===== config.mk =====
export PLATFORM = sky130hd
export DESIGN_NAME = expanded_ctrl_inband_loopback_regs
export DESIGN_NICKNAME = d
export VERILOG_FILES = /design/src/logic/lb_regs_pkg.sv /design/src/logic/expanded_ctrl_inband_loopback_regs.sv
export VERILOG_INCLUDE_DIRS = /design/src /design/src/logic
export SDC_FILE = /design/constraint.sdc
export NUM_CORES = 1
export LEC_CHECK = 0
export BUFFER_PORTS_ARGS = -buffer_cell sky130_fd_sc_hd__buf_2
export CAP_MARGIN = 20
export CELL_PAD_IN_SITES_DETAIL_PLACEMENT = 1
export CELL_PAD_IN_SITES_GLOBAL_PLACEMENT = 2
export CORE_MARGIN = 1
export CORE_UTILIZATION = 35
export DETAILED_ROUTE_END_ITERATION = 8
export GPL_ROUTABILITY_DRIVEN = 0
export HOLD_SLACK_MARGIN = 0.03
export PLACE_DENSITY = 0.82
export SYNTH_ARGS = -nofsm -noshare
export SYNTH_HDL_FRONTEND = slang
export SYNTH_SLANG_ARGS = --single-unit

===== constraint.sdc =====
create_clock -name clock_in -period 2.5 [get_ports clock_in]
set_input_delay 0.25 -clock clock_in [delete_from_list [all_inputs] [get_ports clock_in]]
set_output_delay 0.25 -clock clock_in [all_outputs]
set_load 0.05 [all_outputs]

===== src/logic/lb_regs_params.svh =====
// register map, field positions and reset values of the expanded control bank
// Functional notes
// RQ1 - one clock recovery off bit per channel, 1 disables recovery, reset 0
// RQ2 - receiver n powered down while its bit is 1, reset 0
// RQ3 - transmitter powerdown bit puts driver in low-power high-Z, reset 0
// RQ4 - transmitter down when its clock is held low OR its bit set
// RQ5 - excessive zeros detect enable, zero-substitution single rail only, reset 0
// RQ6 - code violation detect off bit, inverted sense, 0 enables, reset 0
// RQ7 - termination select, 0 differential, 1 single-ended on tip only
// RQ8 - config bits 7 and 6 reserved, reset 0, keep at 0
// RQ9 - detector enable bit switches inband code detection on when 1
// RQ10 - automatic loopback enable bit turns automatic loopback on when 1
// RQ11 - activate length 00..11 selects top 5, 6, 7 or 8 code bits
// RQ12 - deactivate length 00..11 selects top 5, 6, 7 or 8 code bits
// RQ13 - config and both code registers are global for all eight channels
// RQ14 - activate code is a repeating pattern compared over selected length
// RQ15 - deactivate code is a repeating pattern compared over selected length
// RQ16 - software replicates high code bits into unused low bits
// RQ17 - detect status sets on activate code, clears on deactivate, reset 0
// RQ18 - per-channel mask bit 1 permits loopback interrupt, reset 0
// RQ19 - interrupt status sets on status change if mask and enable; read clears
// RQ20 - pointer AAH selects expanded bank, 00H primary; primary after reset
// RQ21 - AMI or zero-substitution choice acts only in single rail with recovery
// RQ22 - bit n of each per-channel register is channel n; all reset zero
// RQ23 - auto loopback: activate code enters remote loop, deactivate leaves it
`ifndef LB_REGS_PARAMS_SVH
`define LB_REGS_PARAMS_SVH
`define ADDR_POINTER 8'h1F
`define BANK_EXPANDED 8'hAA
`define BANK_PRIMARY 8'h00
`define ADDR_SINGLE_RAIL 8'h00
`define ADDR_CODE_SEL 8'h01
`define ADDR_CRS 8'h02
`define ADDR_RPD 8'h03
`define ADDR_TPD 8'h04
`define ADDR_EZD 8'h05
`define ADDR_CVD 8'h06
`define ADDR_TERM 8'h07
`define ADDR_LBCFG 8'h08
`define ADDR_ACT 8'h09
`define ADDR_DEACT 8'h0A
`define ADDR_LBSTAT 8'h0B
`define ADDR_LBMASK 8'h0C
`define ADDR_LBIRQ 8'h0D
`define REG_RESET 8'h00
`define CFG_DET_EN 5
`define CFG_AUTO_EN 4
`define CFG_ACT_LEN_HI 3
`define CFG_ACT_LEN_LO 2
`define CFG_DEACT_LEN_HI 1
`define CFG_DEACT_LEN_LO 0
`define CFG_WIDTH 6
`define MATCH_BITS_DEF 16'h0040
`define CLK_LOW_CYC_DEF 8'h10
`endif


===== src/logic/lb_regs_pkg.sv =====
// types shared by the expanded control bank
package lb_regs_pkg;
    typedef struct packed {
        logic wr;
        logic rd;
        logic [7:0] addr;
        logic [7:0] wdata;
    } host_req_t;
    typedef struct packed {
        logic det_en;
        logic auto_en;
        logic [1:0] act_len;
        logic [1:0] deact_len;
    } loop_cfg_t;
endpackage


===== src/logic/expanded_ctrl_inband_loopback_regs.sv =====
// expanded control bank with inband loopback code detection for eight channels
`timescale 1ns/1ps
`include "lb_regs_params.svh"
module expanded_ctrl_inband_loopback_regs #(
    parameter int CHANNELS = 8,
    parameter logic [15:0] MATCH_BITS = `MATCH_BITS_DEF,
    parameter logic [7:0] CLK_LOW_CYC = `CLK_LOW_CYC_DEF
) (
    input wire logic clock_in,
    input wire logic rst_n_in,
    input wire lb_regs_pkg::host_req_t host_in,
    output logic [7:0] host_rdata_out,
    input wire logic [CHANNELS-1:0] rx_data_in,
    input wire logic [CHANNELS-1:0] rx_strobe_in,
    input wire logic [CHANNELS-1:0] tx_clock_in,
    output logic [CHANNELS-1:0] clk_recovery_off_out,
    output logic [CHANNELS-1:0] rx_powerdown_out,
    output logic [CHANNELS-1:0] tx_powerdown_out,
    output logic [CHANNELS-1:0] excess_zero_det_en_out,
    output logic [CHANNELS-1:0] code_violation_det_en_out,
    output logic [CHANNELS-1:0] single_ended_term_sel_out,
    output logic [CHANNELS-1:0] ami_sel_out,
    output logic [CHANNELS-1:0] zero_sub_sel_out,
    output logic [CHANNELS-1:0] loop_detect_status_out,
    output logic [CHANNELS-1:0] remote_loop_out,
    output logic loop_irq_out
);
    import lb_regs_pkg::*;

    // elaboration-time guards: the register map holds one bit per channel
    if (CHANNELS != 8) begin : g_bad_channels
        $error("bank is eight channels wide");
    end
    if (MATCH_BITS == 16'h0000) begin : g_bad_match
        $error("MATCH_BITS must be nonzero");
    end
    if (CLK_LOW_CYC == 8'h00) begin : g_bad_low
        $error("CLK_LOW_CYC must be nonzero");
    end

    // top bits of a repeating code that take part in the compare
    function automatic logic [7:0] len_mask(input logic [1:0] len);
        case (len)
            2'b00: len_mask = 8'h1F;
            2'b01: len_mask = 8'h3F;
            2'b10: len_mask = 8'h7F;
            default: len_mask = 8'hFF;
        endcase
    endfunction

    // code aligned so its first bit sits where the oldest window bit is
    function automatic logic [7:0] code_align(input logic [7:0] code, input logic [1:0] len);
        case (len)
            2'b00: code_align = {3'b000, code[7:3]};
            2'b01: code_align = {2'b00, code[7:2]};
            2'b10: code_align = {1'b0, code[7:1]};
            default: code_align = code;
        endcase
    endfunction

    function automatic logic [2:0] oldest_bit(input logic [1:0] len);
        oldest_bit = 3'd4 + {1'b0, len};
    endfunction

    // one address compare, shared by the write strobes and the status read
    function automatic logic reg_hit(input logic [7:0] addr, input logic [7:0] target);
        reg_hit = (addr == target);
    endfunction

    // masked compare of the newest window bits against an aligned code
    function automatic logic code_match(input logic [7:0] bits, input logic [7:0] code,
        input logic [7:0] keep);
        code_match = ((bits & keep) == (code & keep));
    endfunction

    // periodic run length; it saturates so a long idle code cannot wrap to zero
    function automatic logic [15:0] run_step(input logic [15:0] run, input logic same);
        if (!same) run_step = 16'h0000;
        else if (run == 16'hFFFF) run_step = run;
        else run_step = run + 16'h0001;
    endfunction

    ////////////////////////////////////////////////////////////////////////////
    logic [7:0] pointer;
    logic [7:0] single_rail;
    logic [7:0] ami_sel;
    logic [7:0] clk_recovery_off;
    logic [7:0] rpd;
    logic [7:0] tpd;
    logic [7:0] ezd;
    logic [7:0] cvd;
    logic [7:0] term;
    loop_cfg_t cfg;
    logic [7:0] act_code;
    logic [7:0] deact_code;
    logic [7:0] status;
    logic [7:0] mask;
    logic [7:0] irq;
    wire [7:0] next_status;
    wire [7:0] next_irq;
    wire [7:0] clk_low;

    wire expanded = (pointer == `BANK_EXPANDED); // [RQ20]
    wire hit_ptr = (host_in.addr == `ADDR_POINTER);
    wire wr_ptr = host_in.wr && hit_ptr;
    wire wr_x = host_in.wr && expanded && !hit_ptr;
    wire rd_stat = host_in.rd && expanded && reg_hit(host_in.addr, `ADDR_LBSTAT);
    wire [7:0] mask_act = len_mask(cfg.act_len); // [RQ11]
    wire [7:0] mask_deact = len_mask(cfg.deact_len); // [RQ12]
    wire [7:0] ref_act = code_align(act_code, cfg.act_len); // [RQ14]
    wire [7:0] ref_deact = code_align(deact_code, cfg.deact_len); // [RQ15]
    wire [2:0] old_act = oldest_bit(cfg.act_len);
    wire [2:0] old_deact = oldest_bit(cfg.deact_len);
    wire [7:0] cfg_read = {2'b00, cfg}; // [RQ8]
    wire [7:0] mode_ok = single_rail & ~clk_recovery_off; // [RQ21]

    // one write strobe per stored register; status and interrupt are read only
    wire wr_single_rail = wr_x && reg_hit(host_in.addr, `ADDR_SINGLE_RAIL);
    wire wr_code_sel = wr_x && reg_hit(host_in.addr, `ADDR_CODE_SEL);
    wire wr_crs = wr_x && reg_hit(host_in.addr, `ADDR_CRS);
    wire wr_rpd = wr_x && reg_hit(host_in.addr, `ADDR_RPD);
    wire wr_tpd = wr_x && reg_hit(host_in.addr, `ADDR_TPD);
    wire wr_ezd = wr_x && reg_hit(host_in.addr, `ADDR_EZD);
    wire wr_cvd = wr_x && reg_hit(host_in.addr, `ADDR_CVD);
    wire wr_term = wr_x && reg_hit(host_in.addr, `ADDR_TERM);
    wire wr_cfg = wr_x && reg_hit(host_in.addr, `ADDR_LBCFG);
    wire wr_act = wr_x && reg_hit(host_in.addr, `ADDR_ACT);
    wire wr_deact = wr_x && reg_hit(host_in.addr, `ADDR_DEACT);
    wire wr_mask = wr_x && reg_hit(host_in.addr, `ADDR_LBMASK);

    // decoder controls only act in single rail with clock recovery running
    wire [7:0] next_zero_sub = mode_ok & ~ami_sel; // [RQ21]
    wire [7:0] next_ezd_en = ezd & next_zero_sub; // [RQ5]
    wire [7:0] next_cvd_en = ~cvd & next_zero_sub; // [RQ6]
    wire [7:0] next_tx_pd = tpd | clk_low; // [RQ3] [RQ4]

    ////////////////////////////////////////////////////////////////////////////
    // register writes; every reset value is zero, bit n serves channel n
    always_ff @(posedge clock_in) begin
        if (!rst_n_in) begin // [RQ22]
            pointer <= `BANK_PRIMARY;
            single_rail <= `REG_RESET;
            ami_sel <= `REG_RESET;
            clk_recovery_off <= `REG_RESET;
            rpd <= `REG_RESET;
            tpd <= `REG_RESET;
            ezd <= `REG_RESET;
            cvd <= `REG_RESET;
            term <= `REG_RESET;
            cfg <= '0;
            act_code <= `REG_RESET;
            deact_code <= `REG_RESET;
            mask <= `REG_RESET;
        end else begin
            if (wr_ptr) pointer <= host_in.wdata; // [RQ20]
            if (wr_single_rail) single_rail <= host_in.wdata;
            if (wr_code_sel) ami_sel <= host_in.wdata;
            if (wr_crs) clk_recovery_off <= host_in.wdata; // [RQ1]
            if (wr_rpd) rpd <= host_in.wdata; // [RQ2]
            if (wr_tpd) tpd <= host_in.wdata; // [RQ3]
            if (wr_ezd) ezd <= host_in.wdata; // [RQ5]
            if (wr_cvd) cvd <= host_in.wdata; // [RQ6]
            if (wr_term) term <= host_in.wdata; // [RQ7]
            if (wr_cfg) cfg <= host_in.wdata[`CFG_WIDTH-1:0]; // [RQ9] [RQ10] [RQ13]
            if (wr_act) act_code <= host_in.wdata; // [RQ13]
            if (wr_deact) deact_code <= host_in.wdata; // [RQ13]
            if (wr_mask) mask <= host_in.wdata; // [RQ18]
        end
    end

    ////////////////////////////////////////////////////////////////////////////
    // read port, one cycle after the read strobe; unmapped addresses read zero
    logic [7:0] rd_mux;
    always_comb begin
        rd_mux = 8'h00;
        if (hit_ptr) begin
            rd_mux = pointer;
        end else if (expanded) begin
            case (host_in.addr)
                `ADDR_SINGLE_RAIL: rd_mux = single_rail;
                `ADDR_CODE_SEL: rd_mux = ami_sel;
                `ADDR_CRS: rd_mux = clk_recovery_off;
                `ADDR_RPD: rd_mux = rpd;
                `ADDR_TPD: rd_mux = tpd;
                `ADDR_EZD: rd_mux = ezd;
                `ADDR_CVD: rd_mux = cvd;
                `ADDR_TERM: rd_mux = term;
                `ADDR_LBCFG: rd_mux = cfg_read;
                `ADDR_ACT: rd_mux = act_code;
                `ADDR_DEACT: rd_mux = deact_code;
                `ADDR_LBSTAT: rd_mux = status;
                `ADDR_LBMASK: rd_mux = mask;
                `ADDR_LBIRQ: rd_mux = irq;
                default: rd_mux = 8'h00;
            endcase
        end
    end

    // read data holds between reads so a slow host may sample it late
    always_ff @(posedge clock_in) begin
        if (!rst_n_in) host_rdata_out <= 8'h00;
        else if (host_in.rd) host_rdata_out <= rd_mux;
    end

    ////////////////////////////////////////////////////////////////////////////
    // per-channel code detector: the stream must repeat with the code's period
    // for MATCH_BITS bits and the newest window must equal the code itself
    genvar ch;
    generate
        for (ch = 0; ch < 8; ch++) begin : g_chan
            logic [7:0] win;
            logic [15:0] run_act;
            logic [15:0] run_deact;
            logic [7:0] low_cnt;
            wire bit_in = rx_data_in[ch];
            wire [7:0] next_win = {win[6:0], bit_in};
            wire per_act = (bit_in == win[old_act]);
            wire per_deact = (bit_in == win[old_deact]);
            wire seen_act = code_match(next_win, ref_act, mask_act) && (run_act >= MATCH_BITS);
            wire seen_deact = code_match(next_win, ref_deact, mask_deact)
                && (run_deact >= MATCH_BITS);
            wire act_hit = cfg.det_en && rx_strobe_in[ch] && seen_act; // [RQ9]
            wire deact_hit = cfg.det_en && rx_strobe_in[ch] && seen_deact;
            wire held_low = (low_cnt == CLK_LOW_CYC);

            always_ff @(posedge clock_in) begin
                if (!rst_n_in || !cfg.det_en) begin
                    win <= 8'h00;
                    run_act <= 16'h0000;
                    run_deact <= 16'h0000;
                end else if (rx_strobe_in[ch]) begin
                    win <= next_win;
                    run_act <= run_step(run_act, per_act);
                    run_deact <= run_step(run_deact, per_deact);
                end
            end

            // transmit clock counts as held low after CLK_LOW_CYC low cycles
            always_ff @(posedge clock_in) begin
                if (!rst_n_in || tx_clock_in[ch]) low_cnt <= 8'h00;
                else if (!held_low) low_cnt <= low_cnt + 8'h01;
            end

            // status follows the codes; detection off returns it to normal
            assign next_status[ch] = !cfg.det_en ? 1'b0 : act_hit ? 1'b1 // [RQ17]
                : deact_hit ? 1'b0 : status[ch];
            // a change that lands on the clearing read still sets the bit
            assign next_irq[ch] = ((next_status[ch] != status[ch]) && mask[ch] // [RQ19]
                && cfg.det_en) || (irq[ch] && !rd_stat);
            assign clk_low[ch] = held_low;
        end
    endgenerate

    // status and interrupt registers of all channels
    always_ff @(posedge clock_in) begin
        if (!rst_n_in) begin
            status <= `REG_RESET;
            irq <= `REG_RESET;
            loop_irq_out <= 1'b0;
        end else begin
            status <= next_status; // [RQ17]
            irq <= next_irq; // [RQ19]
            loop_irq_out <= |next_irq;
        end
    end

    ////////////////////////////////////////////////////////////////////////////
    // line-side controls, all registered
    always_ff @(posedge clock_in) begin
        if (!rst_n_in) begin
            clk_recovery_off_out <= '0;
            rx_powerdown_out <= '0;
            tx_powerdown_out <= '0;
            single_ended_term_sel_out <= '0;
        end else begin
            clk_recovery_off_out <= clk_recovery_off; // [RQ1]
            rx_powerdown_out <= rpd; // [RQ2]
            tx_powerdown_out <= next_tx_pd; // [RQ3] [RQ4]
            single_ended_term_sel_out <= term; // [RQ7]
        end
    end

    // decoder selections and their detect enables
    always_ff @(posedge clock_in) begin
        if (!rst_n_in) begin
            excess_zero_det_en_out <= '0;
            code_violation_det_en_out <= '0;
            ami_sel_out <= '0;
            zero_sub_sel_out <= '0;
        end else begin
            excess_zero_det_en_out <= next_ezd_en; // [RQ5]
            code_violation_det_en_out <= next_cvd_en; // [RQ6]
            ami_sel_out <= mode_ok & ami_sel; // [RQ21]
            zero_sub_sel_out <= next_zero_sub; // [RQ21]
        end
    end

    // loopback outputs move in the same cycle as the status bit
    always_ff @(posedge clock_in) begin
        if (!rst_n_in) begin
            loop_detect_status_out <= '0;
            remote_loop_out <= '0;
        end else begin
            loop_detect_status_out <= next_status; // [RQ17]
            remote_loop_out <= cfg.auto_en ? next_status : 8'h00; // [RQ10] [RQ23]
        end
    end
endmodule


# Yosys cells after proc, flatten, opt, wreduce, memory -nomap -nowiden
# Cells that the tools add are included.
# totals
regBits	583
input_bits	44
output_inout_bits	89
wordCells	449
# op_classes
addsub	26
order_cmp	18
eq_ne	99
mux	95
bitwise	27
reduce_logical	123
# op_table
op	n
16-bit 2-to-1 mux	32
16-bit by 1-bit adder with 16-bit output (second input constant)	16
16-bit == test (second input constant)	16
16-bit by 7-bit >= comparator with 1-bit output (second input constant)	16
8-bit bitwise AND	23
8-bit == test	16
8-bit one-hot mux with 14 select lines	1
8-bit one-hot mux with 3 select lines	4
1-bit logical AND	81
8-bit by 5-bit == test with 1-bit output (second input constant)	9
8-bit by 1-bit adder with 8-bit output (second input constant)	8
1-bit binary-select mux with 3-bit select	16
8-bit by 4-bit == test with 1-bit output (second input constant)	6
1-bit 2-to-1 mux	40
2-bit AND reduction	17
8-bit by 3-bit == test with 1-bit output (second input constant)	4
2-bit inequality test (second input constant)	16
8-bit NOT	3
1-bit logical OR	17
1-bit == test	16
8-bit by 2-bit == test with 1-bit output (second input constant)	2
8-bit 2-to-1 mux	2
8-bit by 1-bit == test with 1-bit output (second input constant)	1
8-bit == test (second input constant)	1
10 further kinds	25

# Logic depth before layout (Yosys ltp)
# depth
depth_word	14
mapped_depth	13

# Least setup slack after synthesis
# OpenSTA, ideal clock, no wires.
# synth_timing
path_type	reg2reg
start	register cfg[2] (netlist bit)
end	register g_chan[4].run_act[13]
setup_time_ns	0.128
arrival_ns	2.377
slack_ns	-0.004
path_stages_with_launch	11
path_buffers	2
path_cell_list	dfxtp_1 -> buf_6 -> buf_12 -> mux4_2 -> xor2_1 -> o31a_2 -> nand4_2 -> nor3_1 -> nand4_1 -> xor2_1 -> nor2_1
# synth_via
elab_chain_cells	6
# synth_rtl
item	line_no	text
from (decl)	expanded_ctrl_inband_loopback_regs.sv:93	loop_cfg_t cfg;
from (signal assigned)	expanded_ctrl_inband_loopback_regs.sv:164	if (wr_cfg) cfg <= host_in.wdata[`CFG_WIDTH-1:0];
3-bit by 2-bit adder with 3-bit output (*)	expanded_ctrl_inband_loopback_regs.sv:62	oldest_bit = 3'd4 + {1'b0, len};
1-bit binary-select mux with 3-bit select (*)	expanded_ctrl_inband_loopback_regs.sv:217	wire per_act = (bit_in == win[old_act]);
1-bit 2-to-1 mux (not written as such) (*)	expanded_ctrl_inband_loopback_regs.sv:217	
1-bit == test (*)	expanded_ctrl_inband_loopback_regs.sv:217	
2-bit inequality test (no line)	-	
2-bit AND reduction (no line)	-	
to (signal assigned)	expanded_ctrl_inband_loopback_regs.sv:233	run_act <= run_step(run_act, per_act);
to (decl)	expanded_ctrl_inband_loopback_regs.sv:212	logic [15:0] run_act;
# Mark *: on every way between the ends. The rest lies on a longest branch, timed or not. The select of a mux whose other input is x is not followed.
# A chain may end at the register's enable or synchronous reset.

# Worst setup path after layout
# layout_timing
start	register cfg[2] (netlist bit)
end	register loop_irq_out
# layout_via
elab_chain_cells	13
# layout_rtl
item	line_no	text
2-bit == test (tied with other cells)	expanded_ctrl_inband_loopback_regs.sv:43, expanded_ctrl_inband_loopback_regs.sv:53	
8-bit one-hot mux with 3 select lines (on tied branches)	expanded_ctrl_inband_loopback_regs.sv:43, expanded_ctrl_inband_loopback_regs.sv:53	
8-bit bitwise AND	expanded_ctrl_inband_loopback_regs.sv:73	code_match = ((bits & keep) == (code & keep));
8-bit == test	expanded_ctrl_inband_loopback_regs.sv:73	
1-bit logical AND	expanded_ctrl_inband_loopback_regs.sv:219	wire seen_act = code_match(next_win, ref_act, mask_act) && (run_act >= MATCH_BITS);
1-bit logical AND	expanded_ctrl_inband_loopback_regs.sv:222	wire act_hit = cfg.det_en && rx_strobe_in[ch] && seen_act;
1-bit 2-to-1 mux (2 in series)	expanded_ctrl_inband_loopback_regs.sv:245	assign next_status[ch] = !cfg.det_en ? 1'b0 : act_hit ? 1'b1
1-bit inequality test	expanded_ctrl_inband_loopback_regs.sv:248	assign next_irq[ch] = ((next_status[ch] != status[ch]) && mask[ch]
1-bit logical AND	expanded_ctrl_inband_loopback_regs.sv:248	
1-bit logical AND	expanded_ctrl_inband_loopback_regs.sv:249	&& cfg.det_en) || (irq[ch] && !rd_stat);
1-bit logical OR	expanded_ctrl_inband_loopback_regs.sv:249	
8-bit OR reduction (*)	expanded_ctrl_inband_loopback_regs.sv:263	loop_irq_out <= |next_irq;
to (signal assigned)	expanded_ctrl_inband_loopback_regs.sv:263	
to (decl)	expanded_ctrl_inband_loopback_regs.sv:26	output logic loop_irq_out
# Mark *: on every way between the ends. The rest lies on a longest branch, timed or not.

==> flow_metrics.tcl <==
set metrics [dict create \
    final.setup.worst_slack_ps -212 \
    dp_slack_ps -295 \
    drt-initial-drc-count 1696 \
    p_int_uw 16100 \
    ys_ff_latch 583 \
    crit_required_ps 3010 \
    grt_setup_unrepaired "true" \
    hold_class "in -> reg" \
    grt_max_degree 67 \
    synthFlopType "dfxtp_1" \
    track_usage_pct 22.0 \
    drc 2 \
    end_kind "flip-flop" \
    m1WireLength_mm 42.8 \
    die_w_um 289 \
    clk_pin_slew_worst_paths_ps 60 \
    ir_drop_uv 495 \
    grt_pass1_vias 26328 \
    cellLeakagePower_uw 0.0134 \
    p_seq_share_pct 44.3 \
    htreeDepth 3 \
    cts_buffers 71 \
    dp_hpwl_mm 65.8 \
    grt_pass1_wl_mm 147 \
    r2r_slack_ps -210 \
    power_switching_uw 4900 \
    path_class "reg -> reg" \
    top_layer_used "met4" \
    power_density_nw_per_um2 563 \
    area_delta_synth_final_pct 30.0 \
    worst_pin_slew_ps 709 \
    synth_area_um2 28700 \
    skew_ps 48.8 \
    drv_cap 0 \
    rows 104 \
    start_util_pct 35.5 \
    via_count 26183 \
    finish.instance_area_um2 37300 \
    pwr-share-comb_pct 3.1 \
    arrival_ps 3220 \
    vias_per_cell 5.34 \
    gr-total-overflow 0 \
    port_buffers 132 \
    die_y_um 289 \
    rr_startpoint "cfg[2]$_SDFFE_PN0P_" \
    ff2ff_path_depth 9 \
    firstDrtPassIters 9 \
    syn_avg_cell_area_um2 8.53 \
    wl_per_cell_um 19.4 \
    fin_crit_sh_pct 108 \
    worst_slew_margin_rel_pct 52.7 \
    critPathLaunchType "flip-flop" \
    ios 133 \
    num-nets-final 3880 \
    worstSetupStartpoint "cfg[2]$_SDFFE_PN0P_" \
    ys_seq_area_share_pct 40.6 \
    synth_edf_count 0 \
    final_max_slew_viol_count 0 \
    postRouteWirelength_mm 95.0 \
    r2r-end "loop_irq_out$_SDFF_PN0_" \
    outcome "finished with violations" \
    clk-insertion-delay-late_ps 640 \
    fmax_mhz 369 \
    yosysUniqueCellTypes 91 \
    die-area_um2 83200 \
    wl_met2_mm 45.2 \
    yosys_warnings 0 \
    fillers 9413 \
    final-setup-viol-count 56 \
    ant_nets 0 \
    cts_tree "done" \
    finalHoldViolCount 0 \
    worstPathMaxFanout 7 \
    cts.sinks 583 \
    cts-root-buf "clkbuf_16" \
    p_sw_share_pct 23.3 \
    synthArstFlopShare_pct 0 \
    drive_gt1_share_pct 24.0 \
    antenna_found_initial 1 \
    period_minus_slack_ps 2710 \
    violations "DRC, setup timing" \
    power_frac_clock_pct 52.5 \
    wl_met3_mm 4.36 \
    core_um2 80900 \
    clock_path_buffers 3 \
    synthCells 3369 \
    synth_fp_nets 3461 \
    endpoint "loop_irq_out$_SDFF_PN0_" \
    place_area_um2 32600 \
]
logic make-up after synthesis:
kind of cell               count (synthesis)  share of synthesized area (%)
AOI/OAI and AO/OA                        503                           10.9
DFF                                      583                           40.6
muxes                                    131                           6.03
adders and majority gates                 48                           2.09
buffers and inverters                    297                           4.35
and+or+nand+nor                         1421                           24.2
xor gates and xnor gates                 386                           11.8
state kept, by name, indices dropped and copies added (netlist names), 64 cells and up:
name / flops
g_chan.win: 64
g_chan.run_deact: 128
g_chan.run_act: 128
g_chan.low_cnt: 64
critical path: stages, from the launching register on:
cell and delay, ps:
dfxtp_4 400, buf_12 150, mux4_2 540, buf_4 170, xnor2_1 220, nand2_1 130
or3_4 370, a32oi_4 250, and4_4 270, a41oi_2 100
Yosys cell counts (12+ instances only):
master,instances,area share (%)
a211oi_1,12,0.31
a21oi_1,227,4.0
a221oi_1,17,0.52
a22o_1,12,0.37
a22oi_1,33,0.86
a31oi_1,12,0.26
and2_1,48,1.0
and3_1,43,0.94
and4_1,19,0.58
buf_1,35,0.46
buf_2,20,0.35
clkbuf_1,128,1.7
dfxtp_1,583,41
ha_1,48,2.1
inv_1,93,1.2
mux2i_1,92,3.2
mux4_2,15,1.2
nand2_1,290,3.8
nand2b_1,23,0.50
nand3_1,249,4.3
nand4_1,55,1.2
nor2_1,433,5.7
nor3_1,51,0.89
nor3b_1,16,0.42
nor4_1,47,1.0
o21ai_0,94,1.6
or3_1,88,1.9
xnor2_1,194,5.9
xor2_1,192,5.9
repair_timing:
item                       in CTS  in global routing
buffers inserted               13                 47
hold buffers                   21                  0
cloned                          1                  6
setup endpoints to repair     132                174
hold endpoints to repair       75                  0
pin swaps                      28                111
gates resized for setup        69                249
power by group through the flow:
stage,logic (uW),clock network [uW],registers [uW]
after global placement,570,0,9530
after global routing,704,11700,9320
final,658,11000,9330
after CTS,613,11300,9330
after detailed placement,575,0,9530
after floorplan,317,0,9550
through the flow:
stage	hold WS [ps]	TNS (ps)	instances	power (uW)	util (%)
CTS	39.8	-2120	4856	21200	44.2
finish	63.8	-2880	4905	21000	46.1
global route	51.6	-9640	4904	21700	46.1
global placement	457	-6340	4692	10100	40.3
floorplan	397	0	3369	9870	-
detailed placement	464	-11070	4692	10100	40.3
final cells by class:
class | instances | area [um^2] | area share [%]
multi-input combinational | 2495 | 17200 | 45.9
sequential | 583 | 11700 | 31.3
timing repair buffer | 539 | 4240 | 11.4
clock buffer | 105 | 2100 | 5.63
tap | 1060 | 1330 | 3.55
clock inverter | 24 | 455 | 1.22
inverter | 98 | 378 | 1.01
antenna | 1 | 2.50 | 0.00670
how the worst min path moves through the flow:
stage | from | to | slack, ps | depth (start not counted)
2_1_floorplan | host_in[3] | rpd[3]$_SDFFE_PN0P_ | 400 | 2
3_3_place_gp | pointer[1]$_SDFFE_PN0P_ | pointer[1]$_SDFFE_PN0P_ | 460 | 2
3_5_place_dp | pointer[3]$_SDFFE_PN0P_ | pointer[3]$_SDFFE_PN0P_ | 460 | 2
4_1_cts | rx_data_in[3] | g_chan[3].win[0]$_SDFFE_PP0P_ | 40 | 3
5_1_grt | rx_strobe_in[4] | g_chan[4].win[2]$_SDFFE_PP0P_ | 50 | 3
6_report | rx_strobe_in[4] | g_chan[4].win[2]$_SDFFE_PP0P_ | 60 | 3
per-layer routing:
| layer | vias to the layer above | GRT usage [%] |
|---|---|---|
| li1 | 12538 | - |
| met1 | 12974 | 29.3 |
| met2 | 502 | 36.5 |
| met3 | 169 | 3.40 |
| met4 | 0 | 6.31 |
| met5 | - | 0 |
placed cells by master, fill, tap and decap left out, drive strengths merged, types with 23 or more instances in the layout:
| cell | n |
|---|---|
| clkbuf | 106 |
| nor4 | 57 |
| and2 | 48 |
| nor3 | 52 |
| dfxtp | 583 |
| nand2 | 290 |
| mux2i | 105 |
| and3 | 43 |
| buf | 517 |
| nor2 | 433 |
| a21oi | 228 |
| a22oi | 33 |
| xnor2 | 194 |
| nand3 | 250 |
| o21ai | 102 |
| ha | 48 |
| nand4 | 57 |
| or3 | 95 |
| nand2b | 23 |
| xor2 | 192 |
| inv | 96 |
Note: power is estimated with default switching activity, not from simulation.
